File: config.mk
export PLATFORM = sky130hd
export DESIGN_NAME = drw_refresh_ctrl
export DESIGN_NICKNAME = d
export VERILOG_FILES = /design/src/rtl/drw_pkg.sv /design/src/rtl/drw_refresh_ctrl.sv /design/src/rtl/drw_sync.sv
export VERILOG_INCLUDE_DIRS = /design/src /design/src/rtl
export SDC_FILE = /design/constraint.sdc
export NUM_CORES = 1
export LEC_CHECK = 0
export BUFFER_PORTS_ARGS = -buffer_cell sky130_fd_sc_hd__buf_4
export CAP_MARGIN = 20
export CORE_MARGIN = 8
export CORE_UTILIZATION = 40
export DETAILED_ROUTE_END_ITERATION = 16
export PLACE_DENSITY = 0.71
export SETUP_SLACK_MARGIN = 0.5
export SYNTH_ARGS = -nofsm -noshare
export SYNTH_HDL_FRONTEND = slang
export SYNTH_SLANG_ARGS = --single-unit
File: constraint.sdc
create_clock -name CLK_IN -period 2.25 [get_ports CLK_IN]
set_input_delay 0.5625 -clock CLK_IN [delete_from_list [all_inputs] [get_ports CLK_IN]]
set_output_delay 0.5625 -clock CLK_IN [all_outputs]
set_load 0.01 [all_outputs]
File: src/rtl/drw_params.svh
`ifndef DRW_PARAMS_SVH
`define DRW_PARAMS_SVH

// ----------------------------------------------------------------
// Timing
// ----------------------------------------------------------------
`define DRW_CLK_NS 25
`define DRW_RAS_NS 225
// Least time, so round up to whole cycles
`define DRW_RAS_CYCLES ((`DRW_RAS_NS + `DRW_CLK_NS - 1) / `DRW_CLK_NS)
// Row-to-column delay in cycles before the column strobe may fall
`define DRW_CAS_DLY 3
`define DRW_CNT_W 4

// ----------------------------------------------------------------
// Widths and field positions
// ----------------------------------------------------------------
`define DRW_SR_W 8
`define DRW_WAIT_STAGE 6
`define DRW_FORCE_STAGE 7
`define DRW_DIV_W 3
`define DRW_DIV4_BIT 1
`define DRW_DIV8_BIT 2
`define DRW_ROW_W 7
`define DRW_ADDR_W 16
`define DRW_COL_LSB 7
`define DRW_BLK_LSB 14
`define DRW_DATA_W 8
`define DRW_BLOCKS 4
`define DRW_CTL_W 12
`define DRW_SYNC_W (`DRW_CTL_W + `DRW_ADDR_W + 2 * `DRW_DATA_W)

`endif

File: src/rtl/drw_pkg.sv
package drw_pkg;
    // Row-strobe sequencer
    typedef enum logic [1:0] {
        DRW_IDLE,
        DRW_RAS,
        DRW_END
    } drw_seq_e;
endpackage : drw_pkg

File: src/rtl/drw_refresh_ctrl.sv
// Function
// - Bus clock divided by four gives a 2 us timer tick.
// - Without refresh or memory cycle for 16 us, start refresh alone.
// - Timer advances per tick rise; after seventh, ready low when tick low.
// - Eighth advance starts refresh cycle and keeps ready low.
// - Wait latch set on seventh stage rise holds ready low.
// - Row-strobe start pulse clears divider and timer shift register.
// - End-of-cycle pulse clears refresh flag and wait latch.
// - Option divides bus clock by eight, forcing refresh every 32 us.
// - During DMA every write, read strobe or memory read raises row strobe.
// - Column strobe suppressed while board not selected.
// - Read-data driver off while overlay input is active.
// - External clear resets all logic.
// - Memory-write strobe writes output data bus byte into memory.
// - Refresh drives 7-bit counter row onto address lines during row strobe.
// - Refresh end releases row address, increments counter; no column strobe.
// - Refresh strobe going active latches a refresh trigger.
// - Read strobe falling during opcode fetch starts a refresh.
`timescale 1ns/1ps
`include "drw_params.svh"
module drw_refresh_ctrl (
    input wire logic CLK_IN,
    input wire logic RESET_N_IN,
    input wire logic BUS_CLOCK_IN,
    input wire logic EXT_CLR_N_IN,
    input wire logic SM1_IN,
    input wire logic SMEMR_IN,
    input wire logic PDBIN_IN,
    input wire logic PWR_N_IN,
    input wire logic MWRT_IN,
    input wire logic REFRESH_N_IN,
    input wire logic PHANTOM_N_IN,
    input wire logic DMA_ACTIVE_IN,
    input wire logic BOARD_SEL_IN,
    input wire logic DIV8_SEL_IN,
    input wire logic [`DRW_ADDR_W-1:0] ADDR_IN,
    input wire logic [`DRW_DATA_W-1:0] DO_IN,
    input wire logic [`DRW_DATA_W-1:0] RAM_RDATA_IN,
    output logic PREADY_OUT,
    output logic RAS_N_OUT,
    output logic [`DRW_BLOCKS-1:0] CAS_N_OUT,
    output logic [`DRW_ROW_W-1:0] MA_OUT,
    output logic WE_N_OUT,
    output logic [`DRW_DATA_W-1:0] RAM_WDATA_OUT,
    output logic [`DRW_DATA_W-1:0] DI_OUT,
    output logic DI_OE_OUT,
    output logic REFRESH_CYCLE_ACTIVE_OUT
);
    // ----------------------------------------------------------------
    // Pin synchronisation
    // ----------------------------------------------------------------
    logic [`DRW_SYNC_W-1:0] sync_q;
    logic bclk, clr, sm1, smemr, pdbin, pwr_n, mwrt, refresh_n;
    logic phantom_n, dma, bsel, div8;
    logic [`DRW_ADDR_W-1:0] addr;
    logic [`DRW_DATA_W-1:0] dout, rdata;

    drw_sync #(.W(`DRW_SYNC_W)) u_sync (
        .CLK_IN(CLK_IN),
        .RESET_N_IN(RESET_N_IN),
        .d_in({BUS_CLOCK_IN, EXT_CLR_N_IN, SM1_IN, SMEMR_IN, PDBIN_IN, PWR_N_IN,
               MWRT_IN, REFRESH_N_IN, PHANTOM_N_IN, DMA_ACTIVE_IN, BOARD_SEL_IN,
               DIV8_SEL_IN, ADDR_IN, DO_IN, RAM_RDATA_IN}),
        .q_out(sync_q)
    );

    // Clear stays asserted for two cycles after reset release, by design
    assign {bclk, clr, sm1, smemr, pdbin, pwr_n, mwrt, refresh_n, phantom_n, dma,
            bsel, div8, addr, dout, rdata} = {sync_q[`DRW_SYNC_W-1],
            ~sync_q[`DRW_SYNC_W-2], sync_q[`DRW_SYNC_W-3:0]};

    // ----------------------------------------------------------------
    // State
    // ----------------------------------------------------------------
    drw_pkg::drw_seq_e state_r, state_nxt;
    logic [`DRW_CNT_W-1:0] cnt_r, cnt_nxt;
    logic [`DRW_DIV_W-1:0] div_r, div_nxt;
    logic [`DRW_SR_W-1:0] sr_r, sr_nxt;
    logic [`DRW_ROW_W-1:0] row_r, row_nxt;
    logic [`DRW_DATA_W-1:0] di_r, di_nxt, wd_r, wd_nxt;
    logic bclk_prev_r, tick_prev_r, rfn_prev_r, dbin_prev_r, acc_prev_r;
    logic rf_pend_r, rf_pend_nxt, mem_pend_r, mem_pend_nxt;
    logic rf_act_r, rf_act_nxt, wait_r, wait_nxt;
    logic tick, adv, acc, rf_trig, rf_req, start, start_rf, end_pulse, cas_en;

    // Advance the row counter by one, wrapping over 128 rows
    function automatic logic [`DRW_ROW_W-1:0] drw_inc(input logic [`DRW_ROW_W-1:0] v);
        drw_inc = v + `DRW_ROW_W'(1);
    endfunction : drw_inc

    // ----------------------------------------------------------------
    // Timer tick and event decode
    // ----------------------------------------------------------------
    always_comb begin
        tick = div8 ? div_r[`DRW_DIV8_BIT] : div_r[`DRW_DIV4_BIT];
        adv = tick & ~tick_prev_r;
        // DMA cycles refresh a row whether or not the board is selected
        acc = (dma & (pdbin | ~pwr_n | smemr)) | (bsel & (smemr | ~pwr_n | mwrt));
        rf_trig = (rfn_prev_r & ~refresh_n)
                | (dbin_prev_r & ~pdbin & sm1);
        rf_req = rf_pend_r | sr_r[`DRW_FORCE_STAGE];
        start = (state_r == drw_pkg::DRW_IDLE) & (rf_req | mem_pend_r);
        start_rf = start & rf_req; // Refresh wins over a waiting access
        end_pulse = (state_r == drw_pkg::DRW_END);
        cas_en = (state_r == drw_pkg::DRW_RAS) & (cnt_r >= `DRW_CNT_W'(`DRW_CAS_DLY));
    end

    // ----------------------------------------------------------------
    // Next-state logic
    // ----------------------------------------------------------------
    always_comb begin
        state_nxt = state_r;
        cnt_nxt = cnt_r;
        row_nxt = row_r;
        // Clear wins over advance so a started cycle always restarts the watchdog
        div_nxt = (bclk & ~bclk_prev_r) ? div_r + `DRW_DIV_W'(1) : div_r;
        sr_nxt = adv ? {sr_r[`DRW_SR_W-2:0], 1'b1} : sr_r;
        if (start) begin
            div_nxt = '0;
            sr_nxt = '0;
        end
        unique case (state_r)
            drw_pkg::DRW_IDLE: begin
                if (start) begin
                    state_nxt = drw_pkg::DRW_RAS;
                    cnt_nxt = '0;
                end
            end
            drw_pkg::DRW_RAS: begin
                cnt_nxt = cnt_r + `DRW_CNT_W'(1);
                if (cnt_r == `DRW_CNT_W'(`DRW_RAS_CYCLES - 1)) begin
                    state_nxt = drw_pkg::DRW_END;
                end
            end
            drw_pkg::DRW_END: begin
                state_nxt = drw_pkg::DRW_IDLE;
                if (rf_act_r) begin
                    row_nxt = drw_inc(row_r);
                end
            end
        endcase
        // Set wins over clear on every pending flag
        rf_pend_nxt = (rf_pend_r & ~start_rf) | rf_trig;
        mem_pend_nxt = (mem_pend_r & ~(start & ~rf_req)) | (acc & ~acc_prev_r);
        rf_act_nxt = (rf_act_r & ~end_pulse) | start_rf;
        wait_nxt = (wait_r & ~end_pulse)
                 | (sr_nxt[`DRW_WAIT_STAGE] & ~sr_r[`DRW_WAIT_STAGE]);
        // Read data is caught while the column strobe is low
        di_nxt = cas_en & ~rf_act_r & bsel ? rdata : di_r;
        wd_nxt = dout;
    end

    always_ff @(posedge CLK_IN or negedge RESET_N_IN) begin
        if (!RESET_N_IN) begin
            state_r <= drw_pkg::DRW_IDLE;
            cnt_r <= '0;
            div_r <= '0;
            sr_r <= '0;
            row_r <= '0;
            rf_pend_r <= 1'b0;
            mem_pend_r <= 1'b0;
            rf_act_r <= 1'b0;
            wait_r <= 1'b0;
            di_r <= '0;
            wd_r <= '0;
            {bclk_prev_r, tick_prev_r, rfn_prev_r, dbin_prev_r, acc_prev_r} <= 5'h1F;
        end else if (clr) begin
            state_r <= drw_pkg::DRW_IDLE;
            cnt_r <= '0;
            div_r <= '0;
            sr_r <= '0;
            row_r <= '0;
            rf_pend_r <= 1'b0;
            mem_pend_r <= 1'b0;
            rf_act_r <= 1'b0;
            wait_r <= 1'b0;
            di_r <= '0;
            wd_r <= '0;
            {bclk_prev_r, tick_prev_r, rfn_prev_r, dbin_prev_r, acc_prev_r} <= 5'h1F;
        end else begin
            state_r <= state_nxt;
            cnt_r <= cnt_nxt;
            div_r <= div_nxt;
            sr_r <= sr_nxt;
            row_r <= row_nxt;
            rf_pend_r <= rf_pend_nxt;
            mem_pend_r <= mem_pend_nxt;
            rf_act_r <= rf_act_nxt;
            wait_r <= wait_nxt;
            di_r <= di_nxt;
            wd_r <= wd_nxt;
            {bclk_prev_r, tick_prev_r, rfn_prev_r, dbin_prev_r, acc_prev_r} <=
                {bclk, tick, refresh_n, pdbin, acc};
        end
    end

    // ----------------------------------------------------------------
    // Memory and bus outputs
    // ----------------------------------------------------------------
    always_comb begin
        RAS_N_OUT = ~(state_r == drw_pkg::DRW_RAS);
        // Column strobe never falls for refresh or an unselected access
        CAS_N_OUT = '1;
        if (cas_en & bsel & ~rf_act_r) begin
            CAS_N_OUT[addr[`DRW_BLK_LSB +: $clog2(`DRW_BLOCKS)]] = 1'b0;
        end
        if (rf_act_r) begin
            MA_OUT = row_r;
        end else if (cas_en) begin
            MA_OUT = addr[`DRW_COL_LSB +: `DRW_ROW_W];
        end else begin
            MA_OUT = addr[`DRW_ROW_W-1:0];
        end
        WE_N_OUT = ~(bsel & (mwrt | ~pwr_n));
        RAM_WDATA_OUT = wd_r;
        DI_OUT = di_r;
        DI_OE_OUT = pdbin & bsel & phantom_n;
        // Ready held low from stage seven until the forced cycle ends
        PREADY_OUT = ~((sr_r[`DRW_WAIT_STAGE] & ~tick) | sr_r[`DRW_FORCE_STAGE] | wait_r);
        REFRESH_CYCLE_ACTIVE_OUT = rf_act_r;
    end
endmodule : drw_refresh_ctrl

File: src/rtl/drw_sync.sv
`timescale 1ns/1ps
// ----------------------------------------------------------------
// Two-flop synchroniser for bus pins
// ----------------------------------------------------------------
module drw_sync #(
    parameter int W = 1
) (
    input wire logic CLK_IN,
    input wire logic RESET_N_IN,
    input wire logic [W-1:0] d_in,
    output logic [W-1:0] q_out
);
    logic [W-1:0] meta_r;
    logic [W-1:0] meta_nxt;
    logic [W-1:0] q_nxt;

    // Only the second stage reads the first
    always_comb begin
        meta_nxt = d_in;
        q_nxt = meta_r;
    end

    always_ff @(posedge CLK_IN or negedge RESET_N_IN) begin
        if (!RESET_N_IN) begin
            meta_r <= '0;
            q_out <= '0;
        end else begin
            meta_r <= meta_nxt;
            q_out <= q_nxt;
        end
    end
endmodule : drw_sync
# Yosys cells after proc, flatten, opt, wreduce, memory -nomap -nowiden
# Cells that the tools add are included.
# word_totals
regBits,137
latch_bits,0
mem_bits_rw,0
romBits,0
out_inout_bits,32
word_cells,132
n_memories,0
# classes
n_addsub,3
multipliers,0
n_div,0
n_lt_le_gt_ge,3
n_eq_ne,11
shifts,0
n_mux,34
bitwise_logic,57
n_reduce_logical,5
# ops
operator,n
$mux 8,6
$mux 7,5
$and 1x1->1,25
$not 1->1,16
$ne 3x3->1 const B,5
$or 1x1->1,15
$mux 4,3
$mux 1,11
$mux 3,3
$pmux 4 s2,1
$add 7x1->7 const B,1
$mux 2,3
$ne 2x2->1 const B,3
$pmux 2 s3,1
$reduce_and 2->1,3
$add 4x1->4 const B,1
$eq 4x4->1 const B,1
$ge 4x2->1 const B,1
$not 4->4,1
$add 3x1->3 const B,1
$lt 2x3->1 const B,1
$demux 1 s2,1
$eq 2x1->1 const B,1
$eq 2x2->1 const B,1
3 further kinds,3

# Longest topological paths before layout
# Gate-level depths: netlist of run 1.
# logic_depth
ltp_word,8
ltp_mapped,7

# Cells and area by module
# From an unflattened synthesis of run 1, not the netlist that was laid out.
# hier_totals
cells_unflattened,338
hier_area_um2,4654.5
# modules_own_cells
mod,n_inst,cells_each,area_per_inst_um2,seq_area_each_um2
drw_refresh_ctrl,1,250,2452.4,1232.4
drw_sync,1,88,2202.1,2202.1

# Worst setup path after synthesis of run 1
# Ideal clock, no wire load.
# synth_path
path_kind,flip-flop to output port
from,register state_r[1]
to,output port CAS_N_OUT[0]
t_arrival_ns,1.431
slack_ns,0.257
path_stages_with_launch,6
path_buffers,1
path_cell_list,dfrtp_1 > inv_1 > ha_1 > buf_2 > nand3b_1 > or4_1
# synth_between
elab_chain_cells,5
# synth_lines
item,line,source
"start, declared",drw_refresh_ctrl.sv:75,"drw_pkg::drw_seq_e state_r, state_nxt;"
"start signal, assigned",drw_refresh_ctrl.sv:155,state_r <= drw_pkg::DRW_IDLE;
"start signal, assigned",drw_refresh_ctrl.sv:168,state_r <= drw_pkg::DRW_IDLE;
"start signal, assigned",drw_refresh_ctrl.sv:181,state_r <= state_nxt;
$eq 2x1->1,drw_refresh_ctrl.sv:105,cas_en = (state_r == drw_pkg::DRW_RAS) & (cnt_r >= `DRW_CNT_W'(`DRW_CAS_DLY));
$and 1x1->1,drw_refresh_ctrl.sv:105,
$and 1x1->1 (2 in series),drw_refresh_ctrl.sv:204,if (cas_en & bsel & ~rf_act_r) begin
$mux 4,drw_refresh_ctrl.sv:204,
"end, declared",drw_refresh_ctrl.sv:41,"output logic [`DRW_BLOCKS-1:0] CAS_N_OUT,"
# No other way between the ends.

# Final worst setup path of run 1
# layout_path
from,register cnt_r[0]
to,output port MA_OUT[5]
# layout_between
elab_chain_cells,4
# layout_lines
item,line,source
"start, declared",drw_refresh_ctrl.sv:76,"logic [`DRW_CNT_W-1:0] cnt_r, cnt_nxt;"
"start signal, assigned",drw_refresh_ctrl.sv:182,cnt_r <= cnt_nxt;
$ge 4x2->1,drw_refresh_ctrl.sv:105,
$and 1x1->1,drw_refresh_ctrl.sv:105,
$mux 7,drw_refresh_ctrl.sv:209,end else if (cas_en) begin
$mux 7,drw_refresh_ctrl.sv:207,if (rf_act_r) begin
"end, declared",drw_refresh_ctrl.sv:42,"output logic [`DRW_ROW_W-1:0] MA_OUT,"
# No other way between the ends.

==> metrics, run 1 <==
DPL Wire Length=6060 um; drt initial violations=185; clk sinks=between 100 and 150; number of global-route vias before repair=3,200; register area share after synthesis=73.9%; number of buffers inserted by port buffering=77; Mapped Nets=between 300 and 400; Vias=2,998; syn avg cell area=13.6 um^2; Pwr Total=5.77 mW; Gate Count Post-Synth=341; FMAX=0.413 GHz; max-cap violation count=0; DRT Pass-1 Iters=6; final worst setup slack=-0.174 ns; Worst Path Required=1.69 ns; CTS tree=done; clk slew on worst S/H paths=about 0.06 ns; crit path launch type=flop; DP Worst Slack=0.227 ns; simple-gate share of the synthesized area=10.9%; Adder-Cell Fraction of Synth Area=1.89%; Clock Latency Late Sink=about 0.41 ns; placer's final routability congestion estimate=0.834; Power per Cell Area=920 mW/mm^2; Layout area overhead=34.9%; R2R Path Start=state_r[0]; DRC violations left=0; Compound-Gate Fraction of Synth Area=8.08%; CP max FO=7; site row count=39; FF+latch count, synth=~140; post-synth top area cell=dfrtp_1; failing checks=setup timing; reg2reg setup slack=0.60 ns; Setup TNS Final=-1.18 ns; H-tree Lvls=4; top-area cell type share of the netlist area=a little under three quarters; max-slew violations=0; Post-DRT Antenna Nets=0; fin crit share=108%; Primary FF master, synth=dfrtp_1; post-layout util=55.1%; synth warn=0; synthesized area=between 0.004 and 0.005 mm^2; worst r2r path cells=5; initial antenna violation count=0; Hold Violations, Final=0; vias per std cell=a little under 5; outcome=complete, but fails checks; commonest non-fill, non-tap cell in the layout=dfrtp_1; total track usage=a little over an eighth; Slew HR=between 50 and 60%; die area=around 0.015 mm^2; Reg area=0.00344 mm^2; Synth cell types=39; Die X=124 um; fill cell count=930; Crit Path Class=flop to output port; fin nets=501; commonest non-fill, non-tap cells in the layout=129 x dfrtp_1, 86 x buf_4, 26 x a21oi_1, 24 x o21ai_0, 21 x nand3_1; Leakage=2.86 nW; Chip Height=124 um; final hold slack=0.0854 ns; grt ovf=0; largest net degree at the start of global routing=54; CTS Buf Count=17; IO Pins=78; DP Cell Count=561; fin cells=approximately 600; fraction of synthesized area in multiplexers=2.40%; worst flop-to-flop path endpoint=row_r[4]; Placed Area=0.00550 mm^2; main combinational cell family by area after synthesis=simple AND/OR/NAND/NOR gates; post-route cell area=0.00627 mm^2; Worst Skew=~0.0074 ns; initial core utilization=around 40%; WP data arrival=1.86 ns; worst-margin pin slew=about 0.65 ns; XOR/XNOR Fraction of Synth Area=less than 1%; core area=0.0114 mm^2; multi-input logic area=roughly 0.0012 mm^2; share of cells above drive strength 1=34.7%; final wirelength=9230 um; Ant. Diodes=0; synth top area cells=dfrtp_1 71%, a21oi_1 2.9%, dfstp_2 2.8%; CTS Hold Bufs=0; Post-synth EDFFs=0; Worst Setup End Kind=output port; clock root cell=clkbuf_16; min cycle time layout=2.42 ns; Async SR Flop Fraction=100%; clk buf depth=2; first-pass GRT wire length=15,200 um; maximum VDD drop=between 0.6 and 0.7 mV; Hold WC Path Type=primary input to async pin; RSZ-0062 raised after global routing=yes; Avg WL per Cell=15.3 um; final setup violation count=10
[worst max-delay path, cell delays in order (launching register included)]
cell and delay (ns):
dfrtp_2 0.44, ha_4 0.19, o31ai_4 0.18, buf_6 0.19
mux2i_1 0.21, o21ai_1 0.09, buf_4 0.14
[report_power, final]
group          leakage, nW  internal (mW)  switching (mW)
Combinational        0.917          0.303           0.299
Clock                0.264           1.46            1.07
Sequential            1.68           2.58          0.0574
Total                 2.86           4.34            1.43
[worst max path at each step]
stage / startpoint / to / slack [ns] / cells after the start
after floorplan: state_r[1] / CAS_N_OUT[0] / 0.34 / 5
after global placement: cnt_r[0] / MA_OUT[0] / 0.28 / 6
after detailed placement: cnt_r[0] / MA_OUT[5] / 0.23 / 6
after CTS: cnt_r[0] / MA_OUT[5] / -0.19 / 6
after global routing: cnt_r[0] / MA_OUT[4] / -0.24 / 6
final: cnt_r[0] / MA_OUT[5] / -0.17 / 6
[cell families after synthesis]
| family | count (synthesis) |
|---|---|
| buf+inv | 23 |
| simple gates | 91 |
| compound gates | 68 |
| xor+xnor | 4 |
| mux | 11 |
| flops | 137 |
| fa+ha+maj | 7 |
[registers in the layout (all words and copies together), names as in the netlist, 2 cells and up]
| register | count |
|---|---|
| DI_OUT | 8 |
| u_sync.meta_r | 44 |
| div_r | 3 |
| u_sync.q_out | 44 |
| state_r | 2 |
| sr_r | 8 |
| RAM_WDATA_OUT | 8 |
| cnt_r | 4 |
| row_r | 7 |
[synthesized netlist by cell type, types with 4 or more instances]
library cell and count:
inv_1 11, nand3b_1 6, mux2i_1 10, nand3_1 22
nand2b_1 4, o21ai_1 7, nand4_1 4, nor2_1 9
ha_1 7, o21ai_0 25, or3_1 5, dfstp_2 5
and2_1 8, dfrtp_1 132, nand2_1 19, clkbuf_1 8
a21oi_1 27
[per-layer routing]
| metal | up-vias | wire length, um | track usage (%) |
|---|---|---|---|
| li1 | 1391 | - | - |
| met1 | 1495 | 3770 | 15.9 |
| met2 | 96 | 4670 | 20.0 |
| met3 | 16 | 655 | 5.53 |
| met4 | 0 | 136 | 5.87 |
| met5 | - | 0 | 0 |
[repair_timing]
item,4_1_cts,5_1_grt
cloned,0,1
buffers inserted,8,2
endpoints found under the setup margin,16,21
pin swaps,3,2
resized for setup,15,15
[area by class of cell]
class                           instances  share of cell area, %
Clock inverter                         14                   1.78
Timing Repair Buffer                   99                   13.3
Clock buffer                           18                   7.01
Sequential cell                       137                   54.9
Multi-Input combinational cell        181                   19.5
Tap cell                              143                   2.85
Inverter                               12                  0.759
(Power assumes the default switching activity.)
==> run 2, diff against run 1 <==
--- a/config.mk
+++ b/config.mk
@@ -6,11 +6,12 @@
 export SDC_FILE = /design/constraint.sdc
 export NUM_CORES = 1
 export LEC_CHECK = 0
-export BUFFER_PORTS_ARGS = -buffer_cell sky130_fd_sc_hd__buf_4
+export BUFFER_PORTS_ARGS = -buffer_cell sky130_fd_sc_hd__buf_2
 export CAP_MARGIN = 20
 export CORE_MARGIN = 8
 export CORE_UTILIZATION = 40
 export DETAILED_ROUTE_END_ITERATION = 16
+export GPL_TIMING_DRIVEN = 0
 export PLACE_DENSITY = 0.71
 export SETUP_SLACK_MARGIN = 0.5
 export SYNTH_ARGS = -nofsm -noshare
==> run 2 against run 1 <==
The flow still finishes with violations (setup timing); maximum frequency shrank 2.1%; design area fell by 1.5%; count of clock-buffer cells in the layout rose by 2; register-to-register slack got worse by 0.04 ns; non-clock buffer count rose by 12; critical path type unchanged; critical endpoint is now CAS_N_OUT[0].
==> metrics, run 2 (synthesized netlist as in run 1, its figures left out) <==
outcome=complete, but fails checks; failing checks=setup timing; drt initial violations=188 (+1.6%); DPL Wire Length=5820 um (-4.0%); DRC violations left=0 (unchanged); Hold WC Path Type=primary input to async pin; total track usage=12.2% (-0.92 points); Worst Path Required=1.69 ns (about the same); Vias=2,943 (-1.8%); initial antenna violation count=0 (unchanged); fin nets=513 (+2.4%); post-layout util=54.3% (-0.81 points); Slew HR=65.0% (+8.1 points); placer's final routability congestion estimate=0.789 (-5.4%); share of cells above drive strength 1=35.4% (+0.67 points); CP bufs+invs=3 (+1); Die X=124 um (unchanged); final wirelength=8890 um (-3.8%); clk slew on worst S/H paths=0.06 ns (about the same); min cycle time layout=2.47 ns (+0.0511 ns); CP max FO=4 (-3); Post-DRT Antenna Nets=0 (unchanged); Ant. Diodes=0 (unchanged); max-slew violations=0 (unchanged); Setup TNS Final=-1.41 ns (-0.228 ns); clk sinks=137 (unchanged); post-route cell area=0.00617 mm^2 (-1.5%); fin cells=615 (+1.8%); commonest non-fill, non-tap cell in the layout=dfrtp_1; final worst setup slack=-0.225 ns (-0.0511 ns); slowest CP cell=or4_4; Top Family by Delay on Critical Path=simple AND/OR/NAND/NOR gates; GRT met1 Usage=14.3% (-1.6 points); RSZ-0062 raised after global routing=yes; number of global-route vias before repair=3,046 (-4.8%); Pwr Total=5.90 mW (+2.3%); Largest regs=u_sync.meta_r: 44 flops, u_sync.q_out: 44 flops; core area=0.0114 mm^2 (unchanged); IO Pins=78 (unchanged); clk buf depth=2 (unchanged); CTS tree=done; grt peak-use layer=met2; Leakage=2.86 nW (+0.17%); grt met2 use=19.8% (-0.20 points); max-cap violation count=0 (unchanged); clock root cell=clkbuf_16; die area=0.0153 mm^2 (unchanged); fin crit share=110% (+2.3 points); first-pass GRT wire length=14,300 um (-6.3%); maximum VDD drop=0.600 mV (-3.4%); WP data arrival=1.91 ns (+0.05 ns); CTS Hold Bufs=0 (unchanged); vias per std cell=4.79 (-3.6%); FMAX=0.404 GHz (-2.1%); Slowest Stage Delay on Critical Path=0.46 ns (+0.02 ns); Hold Violations, Final=0 (unchanged); Power per Cell Area=955 mW/mm^2 (+3.8%); final setup violation count=11 (+1); CTS Buf Count=17 (unchanged); CP cell instances=inv_2 > ha_4 > buf_8 > nand3b_1 > or4_4 > buf_6; grt ovf=0 (unchanged); H-tree Lvls=4 (unchanged); DP Cell Count=562 (+0.18%); largest net degree at the start of global routing=91 (+69%); Avg WL per Cell=14.4 um (-5.5%); worst-margin pin slew=0.524 ns (-0.121 ns); Worst Skew=0.00407 ns (-0.00333 ns); Crit Path Class=flop to output port; initial core utilization=40.8% (unchanged); Layout area overhead=32.9%; commonest non-fill, non-tap cells in the layout=130 x dfrtp_1, 73 x buf_2, 27 x a21oi_1, 23 x o21ai_0, 20 x nand3_1; final hold slack=0.0773 ns (-0.00813 ns); DP Worst Slack=0.0509 ns (-0.176 ns); crit path launch type=flop; site row count=39 (unchanged); Worst Setup End Kind=output port; number of buffers inserted by port buffering=77 (unchanged); M3 GR Usage=4.85% (-0.68 points); Placed Area=0.00529 mm^2 (-3.9%); Clock Latency Late Sink=0.40 ns (about the same); DRT Pass-1 Iters=4 (-2); Chip Height=124 um (unchanged)
-- run 2: report_power, final --
| group | internal (mW) | switching [mW] | total, mW |
|---|---|---|---|
| Combinational | 0.285 | 0.302 | 0.587 |
| Clock | 1.71 | 0.975 | 2.68 |
| Sequential | 2.58 | 0.0521 | 2.63 |
-- run 2: timing repair --
item | 4_1_cts | 5_1_grt
gates resized for setup | 22 | 17
pin swaps | 4 | 4
endpoints found under the setup margin | 25 | 38
setup buffers | 14 | 8
gates cloned | 0 | 0
-- run 2: final timing paths --
check / startpoint / end / slack, ns / cells after the start
setup / recovery: state_r[1] / CAS_N_OUT[0] / -0.22 / 6
max in group asynchronous: RESET_N_IN / dbin_prev_r / 1.39 / 2
hold reg to reg: u_sync.meta_r[35] / u_sync.q_out[35] / 0.35 / 0
hold / removal: RESET_N_IN / u_sync.q_out[30] / 0.08 / 1
setup reg to reg: state_r[1] / cnt_r[3] / 0.56 / 9
min in group CLK_IN: DO_IN[7] / u_sync.meta_r[15] / 0.26 / 1
-- run 2: cell type report --
cell class                 instances  area [um^2]
buffer                            11         67.6
clock buffer                      20          467
clock inverter                    11          123
fill                             905         5190
inverter                          12         47.5
multi-input combinational        181         1220
sequential                       137         3440
tap                              143          179
timing repair buffer             100          632
-- run 2: layer usage --
layer / wire length [um] / vias up
met5: 0 / -
li1: - / 1414
met2: 4580 / 72
met4: 115 / 0
met3: 527 / 10
met1: 3660 / 1447
==> run 3, diff against run 2 <==
--- a/config.mk
+++ b/config.mk
@@ -6,6 +6,7 @@
 export SDC_FILE = /design/constraint.sdc
 export NUM_CORES = 1
 export LEC_CHECK = 0
+export ABC_AREA = 1
 export BUFFER_PORTS_ARGS = -buffer_cell sky130_fd_sc_hd__buf_2
 export CAP_MARGIN = 20
 export CORE_MARGIN = 8
==> run 3 against run 2 <==
The run still ends with setup timing left; area after synthesis is 1.9% higher; core utilization rose by 0.29 points; largest power group unchanged; global-route usage is 0.45 points higher; total power is 4.7% higher; non-clock buffer count fell by 9; largest cell class unchanged; wire length up 5.3%; highest routed layer unchanged; sequential power rose by 2%.
==> metrics, run 3 <==
outcome=complete, but fails checks; failing checks=setup timing; commonest non-fill, non-tap cells in the layout=132 x dfrtp_1, 98 x nand2_1, 74 x buf_2, 56 x inv_1, 31 x nand3_1; Worst Path Required=1.69 ns (about the same); die area=0.0156 mm^2 (+1.6%); share of cells above drive strength 1=30.1% (-5.3 points); list of most frequent post-synthesis cells=132 x dfrtp_1, 103 x nand2_1, 59 x inv_1; DPL Wire Length=6100 um (+4.8%); Crit Path Class=flop to output port; worst r2r path cells=10 (+1); synth top area cells=dfrtp_1 70%, nand2_1 8.2%, inv_1 4.7%; CP bufs+invs=4 (+1); R2R Path Start=cnt_r[1]; initial core utilization=41.3% (+0.42 points); most common cell in the netlist=dfrtp_1; Slew HR=64.1% (-0.96 points); Mapped Nets=474 (+20%); Worst Skew=0.00469 ns (+0.000619 ns); H-tree Lvls=4 (unchanged); final hold slack=0.112 ns (+0.0348 ns); core area=0.0115 mm^2 (+0.86%); synthesized area=0.00473 mm^2 (+1.9%); IO Pins=78 (unchanged); Hold Violations, Final=0 (unchanged); clock root cell=clkbuf_16; reg2reg setup slack=0.57 ns (about the same); fin nets=588 (+15%); FF+latch count, synth=137 (unchanged); Async SR Flop Fraction=100% (unchanged); Largest regs=u_sync.meta_r: 44 flops, u_sync.q_out: 44 flops; Clock Latency Late Sink=0.40 ns (about the same); Post-DRT Antenna Nets=0 (unchanged); register area share after synthesis=72.6% (-1.4 points); drt initial violations=144 (-23%); DRC violations left=0 (unchanged); max-cap violation count=0 (unchanged); Levels on crit path=8 (+2); CP max FO=8 (+4); FMAX=0.441 GHz (+9.2%); post-synth top area cell=dfrtp_1; RSZ-0062 raised after global routing=yes; worst-margin pin slew=0.539 ns (+0.0143 ns); site row count=39 (unchanged); fin crit share=101% (-9.3 points); Pwr Total=6.18 mW (+4.7%); final worst setup slack=-0.0165 ns (+0.208 ns); Gate Count Post-Synth=421 (+23%); Chip Height=125 um (+0.82%); Primary FF master, synth=dfrtp_1; synth warn=0 (unchanged); CP cell instances=ha_2 > inv_2 > a21oi_4 > buf_12 > nand2_8 > inv_8 > nand3_2 > buf_6; crit path launch type=flop; Ant. Diodes=0 (unchanged); first-pass GRT wire length=15,900 um (+11%); WP data arrival=1.70 ns (-0.21 ns); maximum VDD drop=0.655 mV (+9.1%); Layout area overhead=32.3%; Worst Setup End Kind=output port; Avg WL per Cell=13.5 um (-6.2%); CTS Hold Bufs=0 (unchanged); DRT Pass-1 Iters=4 (unchanged); grt ovf=0 (unchanged); fill cell count=918 (+1.4%); CTS tree=done; Hold WC Path Type=primary input to async pin; Placed Area=0.00534 mm^2 (+1.1%); slowest CP cell=dfrtp_1; vias per std cell=4.58 (-4.3%); Post-synth EDFFs=0 (unchanged); Synth cell types=28 (-28%); min cycle time layout=2.27 ns (-0.208 ns); Die X=125 um (+0.82%); placer's final routability congestion estimate=0.764 (-3.2%); clk slew on worst S/H paths=0.06 ns (about the same); total track usage=12.6% (+0.45 points); worst flop-to-flop path endpoint=DI_OUT[3]; clk buf depth=2 (unchanged); Top Family by Delay on Critical Path=buffers and inverters; post-layout util=54.6% (+0.29 points); fin cells=691 (+12%); final wirelength=9360 um (+5.3%); Leakage=3.23 nW (+13%); number of global-route vias before repair=3,413 (+12%); clk sinks=137 (unchanged); crit path launch=cnt_r[1]; CTS Buf Count=17 (unchanged); largest net degree at the start of global routing=84 (-7.7%); top-area cell type share of the netlist area=69.8% (-1.3 points); DP Cell Count=642 (+14%); commonest non-fill, non-tap cell in the layout=dfrtp_1; Critical Path End=CAS_N_OUT[3]; post-route cell area=0.00626 mm^2 (+1.4%); initial antenna violation count=0 (unchanged); Vias=3,163 (+7.5%); max-slew violations=0 (unchanged); number of buffers inserted by port buffering=77 (unchanged); final setup violation count=4 (-7); Power per Cell Area=987 mW/mm^2 (+3.3%); syn avg cell area=11.2 um^2 (-17%); Slowest Stage Delay on Critical Path=0.38 ns (-0.08 ns)
==> run 3: timing repair <==
action | CTS | global route
pin swaps | 2 | 2
buffers inserted | 13 | 3
gates resized for setup | 29 | 15
gates cloned | 0 | 1
endpoints found under the setup margin | 13 | 20
endpoints found under the hold margin | 0 | 0
==> run 3: kinds of logic (layout without fill, tap and decap cells) <==
| group | count (synthesis) | count (layout) | synth area share [%] |
|---|---|---|---|
| xor+xnor | 2 | 2 | 0.370 |
| simple gates | 179 | 179 | 16.1 |
| flops | 137 | 137 | 72.6 |
| buf+inv | 67 | 194 | 5.58 |
| compound gates | 29 | 29 | 3.52 |
| fa+ha+maj | 7 | 7 | 1.85 |
==> run 3: per-layer routing <==
layer	global-route usage [%]	up-vias	part of all wire, %	wire length (um)
li1	-	1535	-	-
met1	13.6	1528	41	3860
met2	21.3	77	51	4810
met3	4.51	23	4.5	423
met4	6.59	0	2.9	267
met5	0	-	0	0
==> run 3: power breakdown <==
group	switching [mW]	leakage (nW)	internal (mW)
Clock	1.02	0.288	1.79
Combinational	0.413	1.27	0.292
Sequential	0.0672	1.68	2.60
Total	1.50	3.23	4.68
==> run 3: area by class of cell <==
cell class	count	area (um^2)	area share (%)
plain buffers	7	43.8	0.699
well taps	143	179	2.86
clock inverters	12	165	2.64
clock buffers	20	447	7.13
repair buffers	95	626	9.99
multi-input cells	217	1130	18.1
inverters	60	235	3.76
flip-flops and latches	137	3430	54.9
==> run 3: metrics by stage <==
step | TNS (ns) | setup slack [ns]
global route | -0.982 | -0.103
CTS | -0.00477 | -0.00477
floorplan | 0 | 0.503
finish | -0.0552 | -0.0165
detailed placement | 0 | 0.218
global placement | -137.92 | -1.04
==> run 3: how the worst min path moves through the flow <==
stage	start	to	slack, ns
2_1_floorplan	RESET_N_IN	DI_OUT[0]	0.27
3_5_place_dp	u_sync.meta_r[39]	u_sync.q_out[39]	0.33
5_1_grt	RESET_N_IN	u_sync.meta_r[29]	0.15
4_1_cts	RESET_N_IN	u_sync.meta_r[22]	0.12
6_report	RESET_N_IN	u_sync.meta_r[22]	0.11
3_3_place_gp	u_sync.meta_r[31]	u_sync.q_out[31]	0.33
